## src/vof_pkg.sv

```systemverilog
// Constants shared by the video output filter and its FIFO.
// Assumes one core clock; users write vof_pkg::name, nothing imported.
//
// Notes on behaviour
// - Raw modes: no codes, timing on pins
// - Dual raw: channel B shares clock, control
// - Filter only in 8-bit video modes
// - Four modes: none, scale, resample, both
// - Horizontal interspersed-to-co-sited chroma only
// - Chroma taps -3, 33, 101, -3 over 128
// - Filtered chroma clamped to 0x01..0xFE
// - Scaling doubles luma and chroma per line
// - Even luma unchanged, odd luma interpolated
// - Co-sited chroma: alternate kept, rest interpolated
// - Interspersed chroma: two coefficient sets
// - Mirror two pixels at each line edge
// - Output pairs: chroma of first luma
package vof_pkg;

  // ----------------------------------------
  // Modes
  // ----------------------------------------
  typedef enum logic [2:0] {
    VOF_D_656_8  = 3'h0,
    VOF_D_656_10 = 3'h1,
    VOF_D_RAW8   = 3'h2,
    VOF_D_RAW10  = 3'h3,
    VOF_D_YC8    = 3'h4,
    VOF_D_YC10   = 3'h5,
    VOF_D_RAW16  = 3'h6,
    VOF_D_RAW20  = 3'h7
  } vof_disp_t;

  typedef enum logic [1:0] {
    VOF_F_NONE   = 2'h0,
    VOF_F_SCALE  = 2'h1,
    VOF_F_RESAMP = 2'h2,
    VOF_F_BOTH   = 2'h3
  } vof_filt_t;

  // Control pin pairs offered in raw display
  typedef enum logic [1:0] {
    VOF_C_SYNC   = 2'h0,
    VOF_C_BLANK  = 2'h1,
    VOF_C_FLDACT = 2'h2,
    VOF_C_VSACT  = 2'h3
  } vof_ctl_t;

  // Output phase of a scaled pair, Gray along A to B
  typedef enum logic {
    VOF_PH_A = 1'b0,
    VOF_PH_B = 1'b1
  } vof_ph_t;

  // Coefficient sets: resample, half-pel, interspersed A and B
  typedef enum logic [1:0] {
    VOF_K_RS = 2'h0,
    VOF_K_HP = 2'h1,
    VOF_K_IA = 2'h2,
    VOF_K_IB = 2'h3
  } vof_kset_t;

  // ----------------------------------------
  // Word layout
  // ----------------------------------------
  localparam int VOF_SW      = 10;
  localparam int VOF_DW      = 40;
  localparam int VOF_QW      = 42;
  localparam int VOF_Y0_LSB  = 0;
  localparam int VOF_Y1_LSB  = 10;
  localparam int VOF_CB_LSB  = 20;
  localparam int VOF_CR_LSB  = 30;
  localparam int VOF_CHB_LSB = 20;
  localparam int VOF_SOL_BIT = 40;
  localparam int VOF_EOL_BIT = 41;
  localparam int VOF_FIFO_DEPTH = 16;
  typedef logic [VOF_SW-1:0] vof_smp_t;

  // ----------------------------------------
  // Filter constants
  // ----------------------------------------
  localparam logic [7:0] VOF_SAT_LO = 8'h01;
  localparam logic [7:0] VOF_SAT_HI = 8'hFE;
  localparam logic [2:0] VOF_SH_128 = 3'h7;
  localparam logic [2:0] VOF_SH_16  = 3'h4;

  // Tap t of set k; sums are 128, except half-pel at 16
  function automatic logic signed [7:0] vof_coef(input vof_kset_t k, input logic [1:0] t);
    logic [31:0] w;
    unique case (k)
      VOF_K_RS: w = 32'hFD2165FD;
      VOF_K_HP: w = 32'hFF0909FF;
      VOF_K_IA: w = 32'hF76F1DFD;
      VOF_K_IB: w = 32'hFD1D6FF7;
    endcase
    return w[8*(3-t) +: 8];
  endfunction : vof_coef

endpackage : vof_pkg

```

## src/vof_fifo.sv

```systemverilog
// Synchronous FIFO with a registered read word.
// Assumes DEPTH is a power of two; one clock, async low reset.
module vof_fifo #(
  parameter int W     = 42,
  parameter int DEPTH = 16
) (
  // Clock and reset
  input  wire logic         core_clk,
  input  wire logic         rst_n,
  // Fill side
  input  wire logic         wr_valid,
  input  wire logic [W-1:0] wr_data,
  output logic              wr_ready,
  // Drain side
  output logic              rd_valid,
  output logic [W-1:0]      rd_data,
  input  wire logic         rd_ready
);

  localparam int AW = $clog2(DEPTH);

  logic [W-1:0]  mem [DEPTH];
  logic [AW-1:0] wp_r;
  logic [AW-1:0] rp_r;
  logic [AW:0]   cnt_r;
  logic [AW:0]   cnt_nxt;
  logic          room_r;
  logic          rv_r;
  logic [W-1:0]  rd_r;
  logic          push;
  logic          load;

  // Room is a flop so the source sees a clean ready, no inverter
  assign push     = wr_valid && room_r;
  assign load     = (cnt_r != '0) && (!rv_r || rd_ready);
  assign wr_ready = room_r;
  assign rd_valid = rv_r;
  assign rd_data  = rd_r;

  // ----------------------------------------
  // Storage
  // ----------------------------------------
  always_ff @(posedge core_clk) begin
    if (push) begin
      mem[wp_r] <= wr_data;
    end
  end

  // Occupancy
  always_comb begin
    cnt_nxt = cnt_r;
    if (push && !load) begin
      cnt_nxt = cnt_r + (AW+1)'(1);
    end else if (load && !push) begin
      cnt_nxt = cnt_r - (AW+1)'(1);
    end
  end

  // Pointers and counters
  always_ff @(posedge core_clk or negedge rst_n) begin
    if (!rst_n) begin
      wp_r   <= '0;
      rp_r   <= '0;
      cnt_r  <= '0;
      room_r <= 1'b1;
    end else begin
      if (push) begin
        wp_r <= wp_r + AW'(1);
      end
      if (load) begin
        rp_r <= rp_r + AW'(1);
      end
      cnt_r  <= cnt_nxt;
      room_r <= (cnt_nxt != (AW+1)'(DEPTH));
    end
  end

  // Read word held in a register until taken
  always_ff @(posedge core_clk or negedge rst_n) begin
    if (!rst_n) begin
      rv_r <= 1'b0;
      rd_r <= '0;
    end else if (load) begin
      rv_r <= 1'b1;
      rd_r <= mem[rp_r];
    end else if (rd_ready) begin
      rv_r <= 1'b0;
    end
  end

endmodule : vof_fifo

```

## src/vof_video_filter.sv

```systemverilog
// Display-side output filter of a video port.
// Assumes stream, modes and timing come from logic on core_clk.
module vof_video_filter #(
  parameter int DEPTH = vof_pkg::VOF_FIFO_DEPTH
) (
  // Clock and reset
  input  wire logic                      core_clk,
  input  wire logic                      rst_n,
  // Configuration
  input  wire vof_pkg::vof_disp_t        disp_mode,
  input  wire vof_pkg::vof_filt_t        filt_mode,
  input  wire logic                      dual_en,
  input  wire vof_pkg::vof_ctl_t         ctl_sel,
  // Sample pairs from the output buffers
  input  wire logic                      in_valid,
  input  wire logic [vof_pkg::VOF_DW-1:0] in_data,
  input  wire logic                      in_sol,
  input  wire logic                      in_eol,
  output logic                           in_ready,
  // Frame timing
  input  wire logic                      tim_hsync,
  input  wire logic                      tim_vsync,
  input  wire logic                      tim_hblank,
  input  wire logic                      tim_vblank,
  input  wire logic                      tim_field,
  input  wire logic                      tim_active,
  // To encoder or DAC
  output logic                           out_valid,
  output logic [vof_pkg::VOF_DW-1:0]     out_data,
  output logic                           out_sol,
  output logic                           out_eol,
  output logic [1:0]                     ctl_out
);

  localparam int NS = 5;
  localparam int NY = 10;
  localparam int QW = vof_pkg::VOF_QW;
  localparam int DW = vof_pkg::VOF_DW;
  localparam int SW = vof_pkg::VOF_SW;

  // ----------------------------------------
  // Declarations
  // ----------------------------------------
  logic              f_valid;
  logic [QW-1:0]     f_data;
  logic              pop;
  logic [QW-1:0]     win_r [NS];
  logic [QW-1:0]     win_nxt [NS];
  logic [NS-1:0]     wv_r;
  logic [NS-1:0]     wv_nxt;
  vof_pkg::vof_ph_t  ph_r;
  logic              filt_on;
  logic              raw_on;
  logic              scale;
  logic              resamp;
  logic              ctr_rdy;
  logic              last;
  logic              shift;
  int                lo;
  int                hi;
  logic [7:0]        ys [NY];
  logic [7:0]        ym [NY];
  logic [7:0]        cs [2][NS];
  logic [7:0]        cm [2][NS];
  logic [7:0]        y_a;
  logic [7:0]        y_b;
  logic [7:0]        c_o [2];
  logic [DW-1:0]     od;
  logic              out_valid_r;
  logic [DW-1:0]     out_data_r;
  logic              out_sol_r;
  logic              out_eol_r;
  logic [1:0]        ctl_out_r;

  assign out_valid = out_valid_r;
  assign out_data  = out_data_r;
  assign out_sol   = out_sol_r;
  assign out_eol   = out_eol_r;
  assign ctl_out   = ctl_out_r;

  // ----------------------------------------
  // Helpers
  // ----------------------------------------

  // Reflect an index into [a, b]; clamp catches very short lines
  function automatic int mir(input int i, input int a, input int b);
    int r;
    r = i;
    if (r < a) begin
      r = 2 * a - r;
    end
    if (r > b) begin
      r = 2 * b - r;
    end
    if (r < a) begin
      r = a;
    end
    return r;
  endfunction : mir

  // Four-tap FIR, shift by set, then clamp
  function automatic logic [7:0] fir(
    input logic [7:0]         a,
    input logic [7:0]         b,
    input logic [7:0]         c,
    input logic [7:0]         d,
    input vof_pkg::vof_kset_t k
  );
    logic signed [17:0] acc;
    logic [2:0]         sh;
    acc = $signed({10'h000, a}) * vof_pkg::vof_coef(k, 2'h0)
        + $signed({10'h000, b}) * vof_pkg::vof_coef(k, 2'h1)
        + $signed({10'h000, c}) * vof_pkg::vof_coef(k, 2'h2)
        + $signed({10'h000, d}) * vof_pkg::vof_coef(k, 2'h3);
    sh = (k == vof_pkg::VOF_K_HP) ? vof_pkg::VOF_SH_16 : vof_pkg::VOF_SH_128;
    acc = acc >>> sh;
    if (acc < $signed({10'h000, vof_pkg::VOF_SAT_LO})) begin
      return vof_pkg::VOF_SAT_LO;
    end
    if (acc > $signed({10'h000, vof_pkg::VOF_SAT_HI})) begin
      return vof_pkg::VOF_SAT_HI;
    end
    return acc[7:0];
  endfunction : fir

  // ----------------------------------------
  // Input buffer
  // ----------------------------------------

  // Scaling drains one pair per two cycles, so this fills and stalls
  vof_fifo #(
    .W     (QW),
    .DEPTH (DEPTH)
  ) u_fifo (
    .core_clk (core_clk),
    .rst_n    (rst_n),
    .wr_valid (in_valid),
    .wr_data  ({in_eol, in_sol, in_data}),
    .wr_ready (in_ready),
    .rd_valid (f_valid),
    .rd_data  (f_data),
    .rd_ready (pop)
  );

  // ----------------------------------------
  // Mode decode
  // ----------------------------------------

  // Ten-bit and raw modes bypass every filter
  always_comb begin
    filt_on = (disp_mode == vof_pkg::VOF_D_656_8)
           || (disp_mode == vof_pkg::VOF_D_YC8);
    raw_on  = (disp_mode == vof_pkg::VOF_D_RAW8)
           || (disp_mode == vof_pkg::VOF_D_RAW10)
           || (disp_mode == vof_pkg::VOF_D_RAW16)
           || (disp_mode == vof_pkg::VOF_D_RAW20);
    scale   = filt_on && ((filt_mode == vof_pkg::VOF_F_SCALE)
           || (filt_mode == vof_pkg::VOF_F_BOTH));
    resamp  = filt_on && ((filt_mode == vof_pkg::VOF_F_RESAMP)
           || (filt_mode == vof_pkg::VOF_F_BOTH));
  end

  // ----------------------------------------
  // Pair window
  // ----------------------------------------

  // Slot 2 is the pair being emitted; 0,1 behind, 3,4 ahead.
  // Line edges are found from the start and end flags.
  always_comb begin
    if (win_r[2][vof_pkg::VOF_SOL_BIT] || !wv_r[1]) begin
      lo = 2;
    end else if (win_r[1][vof_pkg::VOF_SOL_BIT] || !wv_r[0]) begin
      lo = 1;
    end else begin
      lo = 0;
    end
    if (win_r[2][vof_pkg::VOF_EOL_BIT]) begin
      hi = 2;
    end else if (win_r[3][vof_pkg::VOF_EOL_BIT]) begin
      hi = 3;
    end else begin
      hi = 4;
    end
  end

  // Filters need two pairs ahead unless the line ends sooner
  always_comb begin
    ctr_rdy = wv_r[2] && (!filt_on || win_r[2][vof_pkg::VOF_EOL_BIT]
           || (wv_r[3] && (win_r[3][vof_pkg::VOF_EOL_BIT] || wv_r[4])));
    last    = !scale || (ph_r == vof_pkg::VOF_PH_B);
    shift   = ctr_rdy && last;
  end

  // Retire the centre pair, then top up the first empty slot
  always_comb begin
    win_nxt = win_r;
    wv_nxt  = wv_r;
    pop     = 1'b0;
    if (shift) begin
      for (int i = 0; i < NS - 1; i++) begin
        win_nxt[i] = win_r[i+1];
        wv_nxt[i]  = wv_r[i+1];
      end
      wv_nxt[NS-1] = 1'b0;
    end
    for (int i = 2; i < NS; i++) begin
      if (!pop && !wv_nxt[i] && f_valid) begin
        win_nxt[i] = f_data;
        wv_nxt[i]  = 1'b1;
        pop        = 1'b1;
      end
    end
  end

  // Window contents
  always_ff @(posedge core_clk or negedge rst_n) begin
    if (!rst_n) begin
      for (int i = 0; i < NS; i++) begin
        win_r[i] <= '0;
      end
      wv_r <= '0;
    end else begin
      win_r <= win_nxt;
      wv_r  <= wv_nxt;
    end
  end

  // Pair phase: scaling emits two output pairs per source pair
  always_ff @(posedge core_clk or negedge rst_n) begin
    if (!rst_n) begin
      ph_r <= vof_pkg::VOF_PH_A;
    end else if (ctr_rdy) begin
      if (scale && (ph_r == vof_pkg::VOF_PH_A)) begin
        ph_r <= vof_pkg::VOF_PH_B;
      end else begin
        ph_r <= vof_pkg::VOF_PH_A;
      end
    end
  end

  // ----------------------------------------
  // Samples with edge mirroring
  // ----------------------------------------

  // Missing neighbours beyond an edge take reflected samples
  always_comb begin
    for (int i = 0; i < NS; i++) begin
      ys[2*i]   = win_r[i][vof_pkg::VOF_Y0_LSB +: 8];
      ys[2*i+1] = win_r[i][vof_pkg::VOF_Y1_LSB +: 8];
      cs[0][i]  = win_r[i][vof_pkg::VOF_CB_LSB +: 8];
      cs[1][i]  = win_r[i][vof_pkg::VOF_CR_LSB +: 8];
    end
    for (int i = 0; i < NY; i++) begin
      ym[i] = ys[mir(i, 2 * lo, 2 * hi + 1)];
    end
    for (int j = 0; j < 2; j++) begin
      for (int i = 0; i < NS; i++) begin
        cm[j][i] = cs[j][mir(i, lo, hi)];
      end
    end
  end

  // ----------------------------------------
  // Filters
  // ----------------------------------------

  // Luma: source on even outputs, half-pel on odd outputs
  always_comb begin
    if (!scale) begin
      y_a = ym[4];
      y_b = ym[5];
    end else if (ph_r == vof_pkg::VOF_PH_A) begin
      y_a = ym[4];
      y_b = fir(ym[3], ym[4], ym[5], ym[6], vof_pkg::VOF_K_HP);
    end else begin
      y_a = ym[5];
      y_b = fir(ym[4], ym[5], ym[6], ym[7], vof_pkg::VOF_K_HP);
    end
  end

  // Chroma per component; one value per output pair
  always_comb begin
    for (int j = 0; j < 2; j++) begin
      c_o[j] = cm[j][2];
      if (scale && resamp) begin
        if (ph_r == vof_pkg::VOF_PH_A) begin
          c_o[j] = fir(cm[j][0], cm[j][1], cm[j][2], cm[j][3],
                       vof_pkg::VOF_K_IA);
        end else begin
          c_o[j] = fir(cm[j][1], cm[j][2], cm[j][3], cm[j][4],
                       vof_pkg::VOF_K_IB);
        end
      end else if (scale) begin
        if (ph_r == vof_pkg::VOF_PH_B) begin
          c_o[j] = fir(cm[j][1], cm[j][2], cm[j][3], cm[j][4],
                       vof_pkg::VOF_K_HP);
        end
      end else if (resamp) begin
        // Horizontal only; vertical 4:2:0 work stays in software
        c_o[j] = fir(cm[j][0], cm[j][1], cm[j][2], cm[j][3],
                     vof_pkg::VOF_K_RS);
      end
    end
  end

  // Assemble the output pair, chroma tied to its first luma
  always_comb begin
    od = win_r[2][DW-1:0];
    if (filt_on) begin
      od[vof_pkg::VOF_Y0_LSB +: SW] = vof_pkg::vof_smp_t'(y_a);
      od[vof_pkg::VOF_Y1_LSB +: SW] = vof_pkg::vof_smp_t'(y_b);
      od[vof_pkg::VOF_CB_LSB +: SW] = vof_pkg::vof_smp_t'(c_o[0]);
      od[vof_pkg::VOF_CR_LSB +: SW] = vof_pkg::vof_smp_t'(c_o[1]);
    end else if (raw_on && !dual_en) begin
      // Channel B idles low unless dual output is on
      od[DW-1:vof_pkg::VOF_CHB_LSB] = '0;
    end
  end

  // ----------------------------------------
  // Output registers
  // ----------------------------------------

  // Raw words pass as assembled above: no timing codes are inserted
  always_ff @(posedge core_clk or negedge rst_n) begin
    if (!rst_n) begin
      out_valid_r <= 1'b0;
      out_data_r  <= '0;
      out_sol_r   <= 1'b0;
      out_eol_r   <= 1'b0;
    end else begin
      out_valid_r <= ctr_rdy;
      out_sol_r   <= ctr_rdy && (ph_r == vof_pkg::VOF_PH_A)
                  && win_r[2][vof_pkg::VOF_SOL_BIT];
      out_eol_r   <= shift && win_r[2][vof_pkg::VOF_EOL_BIT];
      if (ctr_rdy) begin
        out_data_r <= od;
      end
    end
  end

  // Timing pins in raw display; both channels share them
  always_ff @(posedge core_clk or negedge rst_n) begin
    if (!rst_n) begin
      ctl_out_r <= 2'h0;
    end else if (!raw_on) begin
      ctl_out_r <= 2'h0;
    end else begin
      unique case (ctl_sel)
        vof_pkg::VOF_C_SYNC:   ctl_out_r <= {tim_vsync, tim_hsync};
        vof_pkg::VOF_C_BLANK:  ctl_out_r <= {tim_vblank, tim_hblank};
        vof_pkg::VOF_C_FLDACT: ctl_out_r <= {tim_field, tim_active};
        vof_pkg::VOF_C_VSACT:  ctl_out_r <= {tim_vsync, tim_active};
      endcase
    end
  end

endmodule : vof_video_filter

```

## config.mk

```make
export PLATFORM = sky130hd
export DESIGN_NAME = vof_video_filter
export DESIGN_NICKNAME = d
export VERILOG_FILES = /design/src/vof_pkg.sv /design/src/vof_fifo.sv /design/src/vof_video_filter.sv
export SDC_FILE = /design/constraint.sdc
export NUM_CORES = 2
export LEC_CHECK = 0
export BUFFER_PORTS_ARGS = -buffer_cell sky130_fd_sc_hd__buf_4
export CAP_MARGIN = 20
export CORE_AREA = 3 3 444 556
export CTS_BUF_LIST = sky130_fd_sc_hd__clkbuf_2 sky130_fd_sc_hd__clkbuf_4 sky130_fd_sc_hd__clkbuf_8
export CTS_CLUSTER_SIZE = 8
export DETAILED_ROUTE_END_ITERATION = 8
export DIE_AREA = 0 0 447 559
export HOLD_SLACK_MARGIN = 0.05
export SETUP_SLACK_MARGIN = 0.02
export SLEW_MARGIN = 20
export SYNTH_ARGS = -nofsm -noshare
export SYNTH_HDL_FRONTEND = slang
export SYNTH_SLANG_ARGS = --single-unit
```

## constraint.sdc

```tcl
create_clock -name core_clk -period 17.2 [get_ports core_clk]
set_input_delay 2.58 -clock core_clk [delete_from_list [all_inputs] [get_ports core_clk]]
set_output_delay 2.58 -clock core_clk [all_outputs]
set_load 0.01 [all_outputs]
```

# After elaboration in Yosys (flattened, before gate mapping)
# Memory sizes are Yosys's and may differ from the RTL's. A register that Yosys moved wholly into a read port is not among the register bits.
# Index checks and enable logic that the tools add are counted.
[totals] memories=1 mem_bits_rw=672 inputBits=59 reg_bits=271 output_inout_bits=46
[mem_list] name="u_fifo.mem" words=16 width=42 read_ports=1 rd_ports_with_merged_regs=1 write_ports=1 line_no="vof_fifo.sv:22" rtl="logic [W-1:0] mem [DEPTH];"
[op_classes] n_bitwise=11 addsub=54 mul=40 mux=245 order_cmp=60 n_eq_ne=12 reduce_logical=53
[ops] cell="two-way mux 32 bit" n=43
[ops] cell="multiplier 9 x 8 -> 17 bit" n=40
[ops] cell="two-way mux 8 bit" n=84
[ops] cell="adder 18 x 17 -> 18 bit" n=20
[ops] cell="greater-than comparator 32 bit" n=10
[ops] cell="< comparator 32 bit" n=10
[ops] cell="inverter 32 bit" n=10
[ops] cell="subtractor 32 bit" n=10
[ops] cell="binary-select mux 8 bit (select 3 bit)" n=10
[ops] cell="adder 17 x 17 -> 18 bit" n=10
[ops] cell="binary-select mux 8 bit (select 4 bit)" n=5
[ops] cell=">= comparator 32 x 4 -> 1 bit (second input constant)" n=5
[ops] cell=">= comparator 32 x 5 -> 1 bit (second input constant)" n=5
[ops] cell="< comparator 4 x 32 -> 1 bit (first input constant)" n=5
[ops] cell="subtractor 32 x 4 -> 32 bit (second input constant)" n=5
[ops] cell="< comparator 3 x 32 -> 1 bit (first input constant)" n=3
[ops] cell="subtractor 32 x 3 -> 32 bit (second input constant)" n=3
[ops] cell="two-way mux 1 bit" n=90
[ops] cell="two-way mux 42 bit" n=2
[ops] cell="two-way mux 84 bit" n=1
[ops] cell="greater-than comparator 11 x 9 -> 1 bit (second input constant)" n=6
[ops] cell="< comparator 11 x 2 -> 1 bit (second input constant)" n=6
[ops] cell="two-way mux 20 bit" n=3
[ops] cell="greater-than comparator 14 x 9 -> 1 bit (second input constant)" n=4
[ops] cell="other kinds (25)" n=85

# Depth between registers and ports, before layout
[logic_depth] ltp_word=33 ltp_mapped=53 mapped_depth_nobuf=48

# By module
# From an unflattened synthesis, not the netlist that was laid out.
[unflattened] cells_unflattened=8765 hier_area_um2=97209.5
[by_module_without_submodules] mod="vof_video_filter" area_each_um2=69589.2 instances=1 seq_area_each_um2=6055.8 cells_each=7557
[by_module_without_submodules] mod="vof_fifo" area_each_um2=27620.2 instances=1 seq_area_each_um2=21607.0 cells_each=1208

# Worst setup path before layout
# Ideal clock, no wire load.
[synth_path] kind="reg-to-reg" start="register win_r[124] (netlist bit)" end="register out_data_r[33] (netlist: out_data[33])" setup_ns=0.110 required_ns=17.090 setup_slack_ns=4.668 stages_incl_launch_ff=49 t_arrival_ns=12.421 path_cell_list="dfrtp_1 -> nand2b_4 -> clkbuf_1 -> clkbuf_1 -> clkbuf_1 -> buf_1 -> clkbuf_1 -> inv_1 -> ha_1 -> nor2b_1 -> nand2_1 -> a32o_1 -> inv_1 -> ha_1 -> a21oi_1 -> a211o_1 -> o21ai_2 -> nor2_1 -> (+13 left out) -> inv_1 -> fa_1 -> inv_1 -> ha_1 -> clkbuf_1 -> inv_1 -> o21ai_0 -> a21o_1 -> a21o_1 -> a21o_1 -> and2_1 -> nor3_1 -> o21ai_1 -> and2_0 -> o211a_1 -> a311oi_2 -> a21oi_1 -> o41ai_1"
[synth_via] elab_chain_len=28
[synth_rtl] item="start, declared" line_no="vof_video_filter.sv:47" rtl="logic [QW-1:0] win_r [NS];"
[synth_rtl] item="start signal, assigned" line_no="vof_video_filter.sv:223" rtl="win_r <= win_nxt;"
[synth_rtl] item="logical OR 1 bit *" line_no="vof_video_filter.sv:170" rtl="if (win_r[2][vof_pkg::VOF_SOL_BIT] || !wv_r[1]) begin"
[synth_rtl] item="two-way mux 32 bit *" line_no="vof_video_filter.sv:170"
[synth_rtl] item="subtractor 32 x 2 -> 32 bit (tied with other cells)" line_no="vof_video_filter.sv:90" rtl="r = 2 * a - r;"
[synth_rtl] item="two-way mux 32 bit" line_no="vof_video_filter.sv:89" rtl="if (r < a) begin"
[synth_rtl] item="subtractor 32 bit or greater-than comparator 32 bit (tied branches)" line_no="vof_video_filter.sv:93, vof_video_filter.sv:92"
[synth_rtl] item="two-way mux 32 bit" line_no="vof_video_filter.sv:92" rtl="if (r > b) begin"
[synth_rtl] item="< comparator 32 bit" line_no="vof_video_filter.sv:95" rtl="if (r < a) begin"
[synth_rtl] item="two-way mux 32 bit" line_no="vof_video_filter.sv:95"
[synth_rtl] item="(+12 left out)"
[synth_rtl] item="two-way mux 1 bit" line_no="vof_video_filter.sv:293" rtl="end else if (scale) begin"
[synth_rtl] item="two-way mux 1 bit" line_no="vof_video_filter.sv:285" rtl="if (scale && resamp) begin"
[synth_rtl] item="two-way mux 8 bit" line_no="vof_video_filter.sv:123" rtl="return acc[7:0];"
[synth_rtl] item="two-way mux 8 bit" line_no="vof_video_filter.sv:120" rtl="if (acc > $signed({10'h000, vof_pkg::VOF_SAT_HI})) begin"
[synth_rtl] item="two-way mux 8 bit (on tied branches)" line_no="vof_video_filter.sv:294, vof_video_filter.sv:298"
[synth_rtl] item="two-way mux 8 bit" line_no="vof_video_filter.sv:293"
[synth_rtl] item="two-way mux 8 bit *" line_no="vof_video_filter.sv:285"
[synth_rtl] item="two-way mux 20 bit *" line_no="vof_video_filter.sv:309" rtl="if (filt_on) begin"
[synth_rtl] item="end signal, assigned" line_no="vof_video_filter.sv:328" rtl="out_data_r <= '0;"
[synth_rtl] item="end signal, assigned" line_no="vof_video_filter.sv:337" rtl="out_data_r <= od;"
[synth_rtl] item="end, declared" line_no="vof_video_filter.sv:70" rtl="logic [DW-1:0] out_data_r;"
# Every way passes the cells marked *; elsewhere a longest branch is shown, timed or not. The select of a mux whose other input is x is not followed.
# A chain may end at the register's enable or synchronous reset.

# Final worst setup path
[layout_path] start="register win_r[125] (netlist bit)" end="register out_data_r[31] (netlist: out_data[31])"
[layout_via] elab_chain_len=25
[layout_rtl] item="two-way mux 3 bit" line_no="vof_video_filter.sv:177" rtl="if (win_r[2][vof_pkg::VOF_EOL_BIT]) begin"
[layout_rtl] item="subtractor 32 bit or greater-than comparator 32 bit (tied branches)" line_no="vof_video_filter.sv:93, vof_video_filter.sv:92"
[layout_rtl] item="two-way mux 32 bit" line_no="vof_video_filter.sv:92"
[layout_rtl] item="< comparator 32 bit" line_no="vof_video_filter.sv:95"
[layout_rtl] item="two-way mux 32 bit" line_no="vof_video_filter.sv:95"
[layout_rtl] item="inverter 32 bit (implied by the code)" line_no="vof_video_filter.sv:258" rtl="cm[j][i] = cs[j][mir(i, lo, hi)];"
[layout_rtl] item="binary-select mux 8 bit (select 3 bit)" line_no="vof_video_filter.sv:258"
[layout_rtl] item="two-way mux 8 bit (implied by the code) (2 in series)" line_no="vof_video_filter.sv:258"
[layout_rtl] item="(+8 left out)"
[layout_rtl] item="two-way mux 1 bit" line_no="vof_video_filter.sv:293"
[layout_rtl] item="two-way mux 1 bit" line_no="vof_video_filter.sv:285"
[layout_rtl] item="two-way mux 8 bit" line_no="vof_video_filter.sv:123"
[layout_rtl] item="two-way mux 8 bit" line_no="vof_video_filter.sv:120"
[layout_rtl] item="two-way mux 8 bit (on tied branches)" line_no="vof_video_filter.sv:294, vof_video_filter.sv:298"
[layout_rtl] item="two-way mux 8 bit" line_no="vof_video_filter.sv:293"
[layout_rtl] item="two-way mux 8 bit" line_no="vof_video_filter.sv:285"
[layout_rtl] item="two-way mux 20 bit" line_no="vof_video_filter.sv:309"
# Parallel ways exist; a longest one is shown, timed or not. The select of a mux whose other input is x is not followed.

==> qor.yml <==
synth:
  synth_edf_count: 672
  ys_warn_count: 0
  syn_inst: 8473
  syn_area_um2: 96640
  ys.flop_type: "edfxtp_1"
  synth_seq_cells: 971
  synth_cell_types: 111
  synth_async_sr_flop_share: 0.3079
  synth_area_per_cell_um2: 11.41
  ys_seq_area_frac: 0.2863
routing:
  drtIter0Drc: 4093
  wl_met3_um: 12260
  num_vias: 62483
  drcViolationCount: 0
  routed_via_density: 5.214
  maxUsedRoutingLayer: "met5"
  wl_per_cell_um: 23.36
  m1WireLength_um: 109000
  drtPass1Iterations: 6
  ant_nets: 0
  wirelength_um: 279900
  wl_met2_um: 142900
worst_setup_path:
  critPathMaxFanout: 59
  r2r_start: "win_r[125]"
  crit_arrival_ps: 14140
  cpPeakStageDelay_ps: 720
  timing.rr.end: "out_data[31]"
  rrSetupSlack_ps: 3770
  critPathCaptureType: "register"
  worstRegToRegCells: 39
  crit_slowest_cell: "dfrtp_4"
  start_kind: "register"
  path_class: "reg -> reg"
  cp.required_ps: 17910
layout:
  mostFrequentLayoutCells: "2,212 x inv_1, 1,272 x fa_1, 1,085 x ha_1"
  fillers: 22649
  mostFrequentLayoutCell: "inv_1"
  multi_input_area_um2: 60210
  fin_nets: 11145
  drive_gt1_frac: 0.1051
  final-seq-area_um2: 27680
  area_growth_pct: 8.706
placed_design:
  dp.final_hpwl_um: 223600
  place_congestion: 0.9389
  portBuffers: 103
timing:
  max_slew_margin: 0.2299
  drv_slew: 0
  rsz0062_at_grt: "false"
  setup_tns_ps: 0
  fmax_ghz: 0.07447
  finalSetupViolations: 0
  period_needed_ps: 13430
  fin_worst_skew_ps: 53.60
  worst_slew_pin_slew_ps: 1147
  period_share: 0.7807
  hold_viol: 0
clock_tree:
  insertion_delay_ps: 860
  cts_hold_buffers: 0
  cts_tree: "yes"
  clkTransAtPathRegs_ps: 60
  root_buffer: "clkbuf_8"
  postCtsSetupBuffers: 0
  clkSinkCount: 971
  post_cts_resized: 0
  cts-buffers-inserted: 153
  htree_levels: 4
  cts_max_path_buffers: 3
die:
  initial_core_util: 0.3991
  rows: 202
  die_w_um: 447
  coreArea_um2: 242100
  die_area_um2: 249900
  pin_count: 105
  dieHeight_um: 559
worst_hold_path:
  min_path_cells: 2
  worstHoldPathType: "reg -> reg"
  holdCritStartpoint: "out_data[28]"
  hold_end: "out_data[28]"
grt:
  grt_usage: 0.2282
  grt_pass1_wl_um: 426500
  grt_start_max_net_pins: 161
  grt_pass1_vias: 68084
  antenna_found_initial: 12
  grt-ovfl-total: 0
run:
  drv_cap: 0
outcome:
  status: "completed"
==> through the flow <==
stage	utilization	instances	instance area, um2	setup WS, ps	hold WS (ps)
after floorplan	-	8526	96840	4668	464.0
after global placement	0.4212	11733	102000	3941	455.3
after detailed placement	0.4213	11734	102000	3848	462.7
after CTS	0.4337	11974	105000	3752	479.1
after global routing	0.4338	11978	105000	3103	504.4
final	0.4339	11983	105100	3772	476.3
==> how the worst max path moves through the flow <==
stage | start | to | depth (start not counted)
6_report | win_r[125] | out_data[31] | 39
5_1_grt | win_r[125] | out_data[10] | 43
4_1_cts | win_r[124] | out_data[22] | 43
3_5_place_dp | win_r[124] | out_data[22] | 43
3_3_place_gp | win_r[124] | out_data[22] | 43
2_1_floorplan | win_r[124] | out_data[33] | 48
==> critical path: cells and delay by family (launching register included) <==
kind	cells	cell delay, ps
AND/OR/NAND/NOR	6	1630
flip-flops	1	720
XOR/XNOR	1	200
buffers and inverters	8	1760
adder cells (fa/ha/maj)	10	4890
AO/OA/AOI/OAI	13	3890
multiplexers	1	200
==> synth_stat cells, types with 147 or more instances <==
library cell  instances  area share
mux2i_1             201       0.021
mux4_2              217       0.051
nand2_1             505       0.020
nor2_1              184      0.0071
o21ai_0             294       0.015
edfxtp_1            672        0.21
inv_1              2212       0.086
a21oi_1             197       0.010
fa_1               1272        0.26
dfrtp_1             298       0.077
ha_1               1085        0.14
clkbuf_1            147      0.0057
==> layer usage <==
| layer | global-route usage | up-vias |
|---|---|---|
| li1 | - | 28008 |
| met1 | 0.2777 | 32370 |
| met2 | 0.4006 | 1602 |
| met3 | 0.02809 | 497 |
| met4 | 0.1079 | 6 |
| met5 | 0 | - |
==> sequential cells by signal, summed over array words and instances, names as in the netlist <==
register,flops
u_fifo.mem,672
win_r,111
cs,80
u_fifo.rd_data,42
out_data,40
u_fifo.cnt_r,5
wv_r,5
u_fifo.rp_r,4
u_fifo.wp_r,4
ctl_out,2
out_eol,1
out_sol,1
out_valid,1
ph_r,1
u_fifo.rd_valid,1
u_fifo.wr_ready,1
==> cells by family after synthesis <==
kind of cell    after synthesis  share of synthesized area
flops                       971                     0.2863
simple gates               1106                    0.05391
buf+inv                    2414                    0.09399
other cells                   2                 0.00007771
fa+ha+maj                  2358                     0.4041
mux                         546                    0.08642
compound gates              919                    0.06036
xor+xnor                    157                    0.01489
==> layout make-up <==
| class | instances | area share |
|---|---|---|
| timing repair buffer | 244 | 0.01770 |
| multi-input combinational | 5141 | 0.5731 |
| sequential | 971 | 0.2635 |
| antenna | 7 | 0.0001667 |
| clock buffer | 214 | 0.02536 |
| inverter | 2218 | 0.07925 |
| tap | 3162 | 0.03766 |
| clock inverter | 26 | 0.003240 |
Power is left out: the tool's default activity adds up to more than one toggle a clock period on the data nets, which glitch-free logic cannot reach.
